**src/rtl/dpf_regs.vh**
```
// constants, register map and timing counts for the demodulator front-end control
`ifndef DPF_REGS_VH
`define DPF_REGS_VH
// register byte offsets
`define DPF_OFF_CTRL       4'h0
`define DPF_OFF_STATUS     4'h4
`define DPF_OFF_SAMPLE     4'h8
`define DPF_OFF_TRAIN      4'hc
// control fields
`define DPF_CTRL_DESCR_N   0
`define DPF_CTRL_EYE_Q     1
`define DPF_CTRL_RST       8'h01
// status fields
`define DPF_ST_ENABLED     0
`define DPF_ST_TRAINING    1
`define DPF_ST_ACQUIRE     2
`define DPF_ST_VALID       3
// training length in symbol-pair periods, reset value
`define DPF_TRAIN_RST      16'h0100
// converter bit clock: 460 kHz trial rate from the 50 MHz clock
`define DPF_CLK_HZ         50000000
`define DPF_CONV_HZ        460000
`define DPF_CONV_HALF      (`DPF_CLK_HZ / (2 * `DPF_CONV_HZ))
`define DPF_CONV_BITS      7
// bit clocks per conversion frame: strobe, seven trials, two gap
`define DPF_FRAME_LEN      10
// acquisition pulse length in frames
`define DPF_ACQ_LEN        8'h40
`endif

```
**src/rtl/dpf_frontend.v**
```verilog
// demodulator front-end control: carrier gating, symbol timing, descrambler, eye outputs, registers
`timescale 1ns/10ps
// Functional notes
// - carrier fail high keeps demodulator idle, no samples processed
// - falling carrier fail widens the phase-locked loop for acquisition
// - during training the symbol-pair clock follows the envelope input
// - after training the envelope is ignored, timing from received phase
// - training-extend input low lengthens envelope timing interval
// - demodulator drives converter strobe and converter clock
// - descrambler enabled while descramble select is low and control bit DPF_CTRL_DESCR_N is clear
// - two serial eye outputs shifted out by the converter strobe
module dpf_frontend (
    // clock and reset
    input  wire        REF_CLK,
    input  wire        RESETN,
    // avalon-mm slave
    input  wire [3:0]  AVS_ADDRESS,
    input  wire        AVS_READ,
    input  wire        AVS_WRITE,
    input  wire [31:0] AVS_WRITEDATA,
    input  wire [3:0]  AVS_BYTEENABLE,
    output reg  [31:0] AVS_READDATA,
    output wire        AVS_WAITREQUEST,
    // analog front end
    input  wire        CARRIER_FAIL_N,
    input  wire        ENVELOPE,
    input  wire        TRAIN_EXTEND_N,
    input  wire        DESCRAMBLE_SELECT_N,
    input  wire        RX_PHASE,
    // converter
    output wire        CONV_SAMPLE_STROBE,
    output wire        CONV_CLK,
    input  wire        CONV_DATA,
    // demodulator outputs
    output reg         EYE_Q,
    output reg         EYE_I,
    output reg         RX_DATA,
    output reg         PLL_WIDE,
    output reg         SYM_CLK
);
`include "dpf_regs.vh"

////////////////////////////////////////////////////////////////////////////////
    reg         rst_s1_ff;
    reg         rst_s2_ff;
    wire        rst_n;

    always @(posedge REF_CLK or negedge RESETN) begin
        if (!RESETN) begin
            rst_s1_ff <= 1'b0;
            rst_s2_ff <= 1'b0;
        end else begin
            rst_s1_ff <= 1'b1;
            rst_s2_ff <= rst_s1_ff;
        end
    end
    assign rst_n = rst_s2_ff;

////////////////////////////////////////////////////////////////////////////////
    // carrier gating and acquisition
    reg         car_d_ff;
    reg         env_d_ff;
    reg         ph_d_ff;
    reg  [7:0]  acq_ff;
    reg  [15:0] train_cnt_ff;
    reg         training_ff;
    reg  [15:0] train_len_ff;
    reg  [7:0]  ctrl_ff;
    wire        enabled;
    wire        car_fall;
    wire        env_rise;
    wire        ph_edge;
    wire        run;
    wire        frame_tick;
    wire [6:0]  word;
    wire        word_vld;

    assign enabled  = !CARRIER_FAIL_N;
    assign car_fall = car_d_ff && !CARRIER_FAIL_N;
    assign env_rise = ENVELOPE && !env_d_ff;
    assign ph_edge  = RX_PHASE ^ ph_d_ff;
    assign run      = enabled;

    always @(posedge REF_CLK or negedge rst_n) begin
        if (!rst_n) begin
            car_d_ff     <= 1'b1;
            env_d_ff     <= 1'b0;
            ph_d_ff      <= 1'b0;
            acq_ff       <= 8'h00;
            PLL_WIDE     <= 1'b0;
            training_ff  <= 1'b0;
            train_cnt_ff <= 16'h0000;
            SYM_CLK      <= 1'b0;
        end else begin
            car_d_ff <= CARRIER_FAIL_N;
            env_d_ff <= ENVELOPE;
            ph_d_ff  <= RX_PHASE;
            if (!enabled) begin
                // idle: no acquisition, no training, symbol clock held low
                PLL_WIDE     <= 1'b0;
                training_ff  <= 1'b0;
                train_cnt_ff <= 16'h0000;
                SYM_CLK      <= 1'b0;
            end else if (car_fall) begin
                PLL_WIDE     <= 1'b1;
                acq_ff       <= `DPF_ACQ_LEN;
                training_ff  <= 1'b1;
                train_cnt_ff <= 16'h0000;
            end else begin
                if (frame_tick && acq_ff != 8'h00) begin
                    acq_ff <= acq_ff - 8'h01;
                end
                if (acq_ff == 8'h00) begin
                    PLL_WIDE <= 1'b0;
                end
                if (training_ff) begin
                    SYM_CLK <= env_rise ? ~SYM_CLK : SYM_CLK;
                    if (env_rise && TRAIN_EXTEND_N) begin
                        train_cnt_ff <= train_cnt_ff + 16'h0001;
                    end
                    // extend input low freezes the count, holding training open
                    if (TRAIN_EXTEND_N && train_cnt_ff >= train_len_ff) begin
                        training_ff <= 1'b0;
                    end
                end else begin
                    SYM_CLK <= ph_edge ? ~SYM_CLK : SYM_CLK;
                end
            end
        end
    end

////////////////////////////////////////////////////////////////////////////////
    // converter sequencer
    dpf_conv_seq u_seq (
        .clk                   (REF_CLK),
        .rst_n                 (rst_n),
        .run                   (run),
        .conv_sample_strobe_ff (CONV_SAMPLE_STROBE),
        .conv_clk_ff           (CONV_CLK),
        .conv_data             (CONV_DATA),
        .word_ff               (word),
        .word_vld_ff           (word_vld),
        .frame_tick            (frame_tick)
    );

////////////////////////////////////////////////////////////////////////////////
    // descrambler and eye data
    reg  [8:0]  lfsr_ff;
    reg  [6:0]  last_word_ff;
    reg         sample_vld_ff;
    reg         strb_d_ff;
    reg         rd_done_ff;
    wire        descr_on;
    wire        raw_bit;
    wire        clr_vld;

    function lfsr_fb;
        input [8:0] s;
        begin
            lfsr_fb = s[4] ^ s[8];
        end
    endfunction

    assign descr_on = !DESCRAMBLE_SELECT_N && !ctrl_ff[`DPF_CTRL_DESCR_N];
    assign raw_bit  = word[6];
    assign clr_vld  = AVS_READ && rd_done_ff && (AVS_ADDRESS == `DPF_OFF_SAMPLE);

    always @(posedge REF_CLK or negedge rst_n) begin
        if (!rst_n) begin
            lfsr_ff       <= 9'h000;
            RX_DATA       <= 1'b1;
            last_word_ff  <= 7'h00;
            sample_vld_ff <= 1'b0;
            strb_d_ff     <= 1'b1;
            EYE_Q         <= 1'b0;
            EYE_I         <= 1'b0;
        end else begin
            strb_d_ff <= CONV_SAMPLE_STROBE;
            if (word_vld && run) begin
                last_word_ff  <= word;
                sample_vld_ff <= 1'b1;
                // self-synchronising: received bit feeds the register either way
                lfsr_ff <= {lfsr_ff[7:0], raw_bit};
                RX_DATA <= descr_on ? (raw_bit ^ lfsr_fb(lfsr_ff)) : raw_bit;
            end else if (clr_vld) begin
                // reading the sample retires it; a word landing in that cycle keeps the flag
                sample_vld_ff <= 1'b0;
            end
            // eye bits change on strobe fall so the external registers see them settled
            if (strb_d_ff && !CONV_SAMPLE_STROBE) begin
                EYE_Q <= last_word_ff[6] ^ ctrl_ff[`DPF_CTRL_EYE_Q];
                EYE_I <= last_word_ff[5];
            end
        end
    end

////////////////////////////////////////////////////////////////////////////////
    // avalon-mm registers, one wait cycle on reads
    assign AVS_WAITREQUEST = AVS_READ && !rd_done_ff;

    always @(posedge REF_CLK or negedge rst_n) begin
        if (!rst_n) begin
            rd_done_ff   <= 1'b0;
            AVS_READDATA <= 32'h00000000;
            ctrl_ff      <= `DPF_CTRL_RST;
            train_len_ff <= `DPF_TRAIN_RST;
        end else begin
            rd_done_ff <= AVS_READ && !rd_done_ff;
            if (AVS_READ && !rd_done_ff) begin
                case (AVS_ADDRESS)
                    `DPF_OFF_CTRL:   AVS_READDATA <= {24'h000000, ctrl_ff};
                    `DPF_OFF_STATUS: AVS_READDATA <= {28'h0000000, sample_vld_ff, PLL_WIDE,
                                                      training_ff, enabled};
                    `DPF_OFF_SAMPLE: AVS_READDATA <= {25'h0000000, last_word_ff};
                    `DPF_OFF_TRAIN:  AVS_READDATA <= {16'h0000, train_len_ff};
                    default:         AVS_READDATA <= 32'h00000000;
                endcase
            end
            if (AVS_WRITE) begin
                if (AVS_ADDRESS == `DPF_OFF_CTRL && AVS_BYTEENABLE[0]) begin
                    ctrl_ff <= {6'h00, AVS_WRITEDATA[1:0]};
                end
                if (AVS_ADDRESS == `DPF_OFF_TRAIN) begin
                    if (AVS_BYTEENABLE[0]) train_len_ff[7:0]  <= AVS_WRITEDATA[7:0];
                    if (AVS_BYTEENABLE[1]) train_len_ff[15:8] <= AVS_WRITEDATA[15:8];
                end
            end
        end
    end

endmodule

```
**src/rtl/dpf_conv_seq.v**
```verilog
// converter sequencer: bit clock, sample strobe and serial word capture
`timescale 1ns/10ps
module dpf_conv_seq (
    // clock and reset
    input  wire       clk,
    input  wire       rst_n,
    // control
    input  wire       run,
    // converter pins
    output reg        conv_sample_strobe_ff,
    output reg        conv_clk_ff,
    input  wire       conv_data,
    // captured word
    output reg  [6:0] word_ff,
    output reg        word_vld_ff,
    output wire       frame_tick
);
`include "dpf_regs.vh"

    reg  [6:0] div_ff;
    reg  [3:0] bit_ff;
    reg  [6:0] shf_ff;
    wire       half_tick;
    wire       rise_tick;

    // end counts kept 32 bits wide and cut on purpose where compared
    localparam [31:0] half_end  = `DPF_CONV_HALF - 1;
    localparam [31:0] frame_end = `DPF_FRAME_LEN - 1;

    assign half_tick  = (div_ff == half_end[6:0]);
    assign rise_tick  = half_tick && !conv_clk_ff;
    assign frame_tick = rise_tick && (bit_ff == 4'h0);

    always @(posedge clk or negedge rst_n) begin
        if (!rst_n) begin
            div_ff                <= 7'h00;
            conv_clk_ff           <= 1'b0;
            bit_ff                <= 4'h0;
            shf_ff                <= 7'h00;
            word_ff               <= 7'h00;
            word_vld_ff           <= 1'b0;
            conv_sample_strobe_ff <= 1'b1;
        end else begin
            word_vld_ff <= 1'b0;
            if (!run) begin
                div_ff                <= 7'h00;
                conv_clk_ff           <= 1'b0;
                bit_ff                <= 4'h0;
                conv_sample_strobe_ff <= 1'b1;
            end else begin
                div_ff <= half_tick ? 7'h00 : div_ff + 7'h01;
                if (half_tick) begin
                    conv_clk_ff <= ~conv_clk_ff;
                end
                if (rise_tick) begin
                    bit_ff <= (bit_ff == frame_end[3:0]) ? 4'h0 : bit_ff + 4'h1;
                    // falling strobe makes the hold capture a sample
                    conv_sample_strobe_ff <= (bit_ff != 4'h0);
                    if (bit_ff >= 4'h2 && bit_ff <= 4'h8) begin
                        shf_ff <= {shf_ff[5:0], conv_data};
                    end
                    // word is accepted only after the seventh bit is in
                    if (bit_ff == 4'h9) begin
                        word_ff     <= shf_ff;
                        word_vld_ff <= 1'b1;
                    end
                end
            end
        end
    end

endmodule

```
**config.mk**
```make
export PLATFORM = sky130hd
export DESIGN_NAME = dpf_frontend
export DESIGN_NICKNAME = d
export VERILOG_FILES = /design/src/rtl/dpf_frontend.v /design/src/rtl/dpf_conv_seq.v
export VERILOG_INCLUDE_DIRS = /design/src /design/src/rtl
export SDC_FILE = /design/constraint.sdc
export NUM_CORES = 1
export LEC_CHECK = 0
export BUFFER_PORTS_ARGS = -buffer_cell sky130_fd_sc_hd__buf_2
export CORE_MARGIN = 4
export CORE_UTILIZATION = 35
export DETAILED_ROUTE_END_ITERATION = 8
export GPL_TIMING_DRIVEN = 0
export RECOVER_POWER = 25
export SETUP_SLACK_MARGIN = 0.2
export SKIP_CTS_REPAIR_TIMING = 1
export SLEW_MARGIN = 20
export SYNTH_ARGS = -nofsm -noshare
export SYNTH_HDL_FRONTEND = slang
export SYNTH_SLANG_ARGS = --single-unit
export TNS_END_PERCENT = 20
```
**constraint.sdc**
```tcl
create_clock -name REF_CLK -period 9.9 [get_ports REF_CLK]
set_input_delay 1.485 -clock REF_CLK [delete_from_list [all_inputs] [get_ports REF_CLK]]
set_output_delay 1.485 -clock REF_CLK [all_outputs]
set_load 0.1 [all_outputs]
```
==> impl_metrics.csv <==
group,metric,value,unit
sta,maxSlewHeadroom,-76.1,%
synth,yosysWarningCount,0,
synth,synth_seq_cells,115,
setup_path,critPathMaxStageDelay,0.52,ns
route,ant_nets,0,
power_and_ir_drop,power,1.28,mW
grt,grt_pass1_wl,19200,um
die,fp.dieH,133,um
route,drt_wl_total,11400,um
clock_tree,tritoncts,"built",
finish,final_cell_mix,"dfrtp_1 (109), nand2_1 (59), buf_2 (55)",
synth,synth.distinct_cells,54,
grt,antenna_found_initial,0,
sta,fmax,243,MHz
sta,tns,0,ns
synth,synth_area,5490,um^2
synth,synth_ff_type,"dfrtp_1",
synth,async_flop_share,100,%
sta,post-route-period-util,41.6,%
die,row_count,45,
route,first_iter_violations,188,
status,violations,"max-capacitance violations, max-slew violations",
setup_path,cp_common_cell,"buf_2",
sta,fin_skew,0.00493,ns
sta,drv_slew,100,
setup_path,critPathArrivalTime,2.63,ns
placement,io_buffers,53,
job,drv_cap,2,
synth,synth_edf_count,0,
die,core,15300,um^2
sta,fin_crit,4.11,ns
clock_tree,clkSlewWorstSetupHoldPaths,0.06,ns
die,die_w,133,um
sta,setup_viol,0,
clock_tree,cts-htree-levels,4,
setup_path,cp_slowest_cell,"buf_2",
grt,track_usage,13.5,%
setup_path,cp-start-kind,"input pin",
hold_path,hp-class,"flop to asynchronous set/reset pin",
sta,hold_viol,0,
placement,hpwl,8410,um
setup_path,cp.required,8.42,ns
power_and_ir_drop,power_density,191,nW/um^2
sta,fin_hold_ws,0.283,ns
route,via_per_inst,4.63,
synth,syn_inst,512,
placement,placed_cells,793,
setup_path,path_cells,"buf_2, nand2b_1, inv_1, clkbuf_1, buf_2",
finish,num_antenna_cells,0,
sta,rsz0062_at_grt,"false",
clock_tree,root_buffer,"clkbuf_16",
grt,first_global_vias,3867,
finish,syn_to_final_growth,21.8,%
finish,final_common_cell,"dfrtp_1",
finish,drive_above_1_share,25.6,%
grt,overflow,0,
setup_path,crit_type,"input pin to output pin",
clock_tree,cts_max_path_buffers,2,
power_and_ir_drop,p_leak,3.26,nW
clock_tree,cts_buffers,17,
finish,layout.cells.non_filler,825,
clock_tree,cts.sinks,115,
die,start_util,35.9,%
clock_tree,clk_latency,0.41,ns
route,drc,0,
die,die_area,17800,um^2
grt,grt_max_degree,52,
die,io_pins,90,
finish,fin_nets,672,
sta,tightest_slew,2.64,ns
synth,ys_seq_area_share,52.5,%
status,status,"finished with violations",
setup_path,cp-end-kind,"output pin",
synth,avgSynthCellArea,10.7,um^2
setup_path,crit_path_max_fanout,11,
placement,gp_congestion,0.828,
power_and_ir_drop,vdd_drop_max,0.134,mV
route,vias,3823,
route,routedWlPerCell,13.8,um
route,first_pass_iters,4,
==> final cells by class <==
| type | count | area, um^2 |
|---|---|---|
| fillers | 1450 | 8630 |
| flip-flops and latches | 115 | 2890 |
| multi-input cells | 353 | 2370 |
| clock buffers | 19 | 443 |
| repair buffers | 55 | 273 |
| well taps | 211 | 264 |
| plain buffers | 35 | 201 |
| clock inverters | 13 | 159 |
| inverters | 24 | 90.1 |
==> synth_stat cells (3+ instances only) <==
library cell  number  share of area [%]
a211oi_1           3               0.41
a21oi_1            9               0.82
a22oi_1            5               0.68
and3_1             6               0.68
buf_1              3               0.20
buf_4             16                2.2
clkbuf_1          13               0.89
dfrtp_1          109                 50
dfstp_2            6                2.9
ha_1              21                4.8
inv_1             24                1.6
mux2_2            35                7.2
nand2_1           59                4.0
nand2b_1           5               0.57
nand3_1           23                2.1
nand4_1            6               0.68
nor2_1            49                3.3
nor2b_1            5               0.57
nor3_1             6               0.55
nor4_1             4               0.46
o21ai_0           26                2.4
or2_2              3               0.34
or3_1              4               0.46
xnor2_1           19                3.0
xor2_1            14                2.2
==> routing by layer <==
metal | GRT usage (%) | vias up | routed length [um]
met5 | 0 | - | 0
met4 | 5.43 | 0 | 189
met3 | 4.08 | 16 | 573
met2 | 21.8 | 84 | 5280
met1 | 17.1 | 1819 | 5340
li1 | - | 1904 | -
==> where the power goes <==
part	internal [mW]	total, mW	leakage (nW)	switching [mW]
Combinational	0.0383	0.149	1.44	0.110
Sequential	0.496	0.513	1.52	0.0173
Clock	0.402	0.617	0.301	0.215
Total	0.936	1.28	3.26	0.343
==> logic make-up after synthesis <==
| logic type | count (synthesis) | synth area share, % |
|---|---|---|
| simple gates | 185 | 17.2 |
| flops | 115 | 52.5 |
| compound gates | 59 | 6.65 |
| buf+inv | 59 | 5.31 |
| mux | 38 | 8.18 |
| xor+xnor | 33 | 5.26 |
| fa+ha+maj | 21 | 4.78 |
| other cells | 2 | 0.137 |
==> stage by stage <==
stage               util (%)  instance area (um^2)  setup WS [ns]
floorplan                  -                  5550           5.76
global placement        39.7                  6080           5.18
detailed placement      40.1                  6140           5.79
CTS                     44.0                  6740           5.79
global route            43.7                  6690           5.69
finish                  43.7                  6690           5.79
==> worst paths after layout <==
| kind | start | to | slack (ns) | depth (start not counted) |
|---|---|---|---|---|
| setup / recovery | AVS_READ | AVS_WAITREQUEST | 5.79 | 5 |
| hold reg to reg | rst_n | u_seq.div_ff[6] | 0.28 | 0 |
| min in group REF_CLK | rst_s1_ff | rst_n | 0.35 | 0 |
| max in group asynchronous | rst_n | lfsr_ff[8] | 6.70 | 1 |
| hold / removal | rst_n | u_seq.div_ff[6] | 0.28 | 0 |
| setup reg to reg | rst_n | lfsr_ff[8] | 6.70 | 1 |
==> worst max-delay path: cells and delay by family <==
family,cells,cell delay (ns)
buffers and inverters,4,1.07
and+or+nand+nor,1,0.08
==> sequential cells by signal, indices dropped and copies added, names as in the netlist, 7 cells and up <==
name           cells
train_len_ff      16
AVS_READDATA      16
u_seq.shf_ff       7
lfsr_ff            9
train_cnt_ff      16
acq_ff             8
u_seq.div_ff       7
u_seq.word_ff      7
No activity file was read; power rests on OpenSTA's default activity.
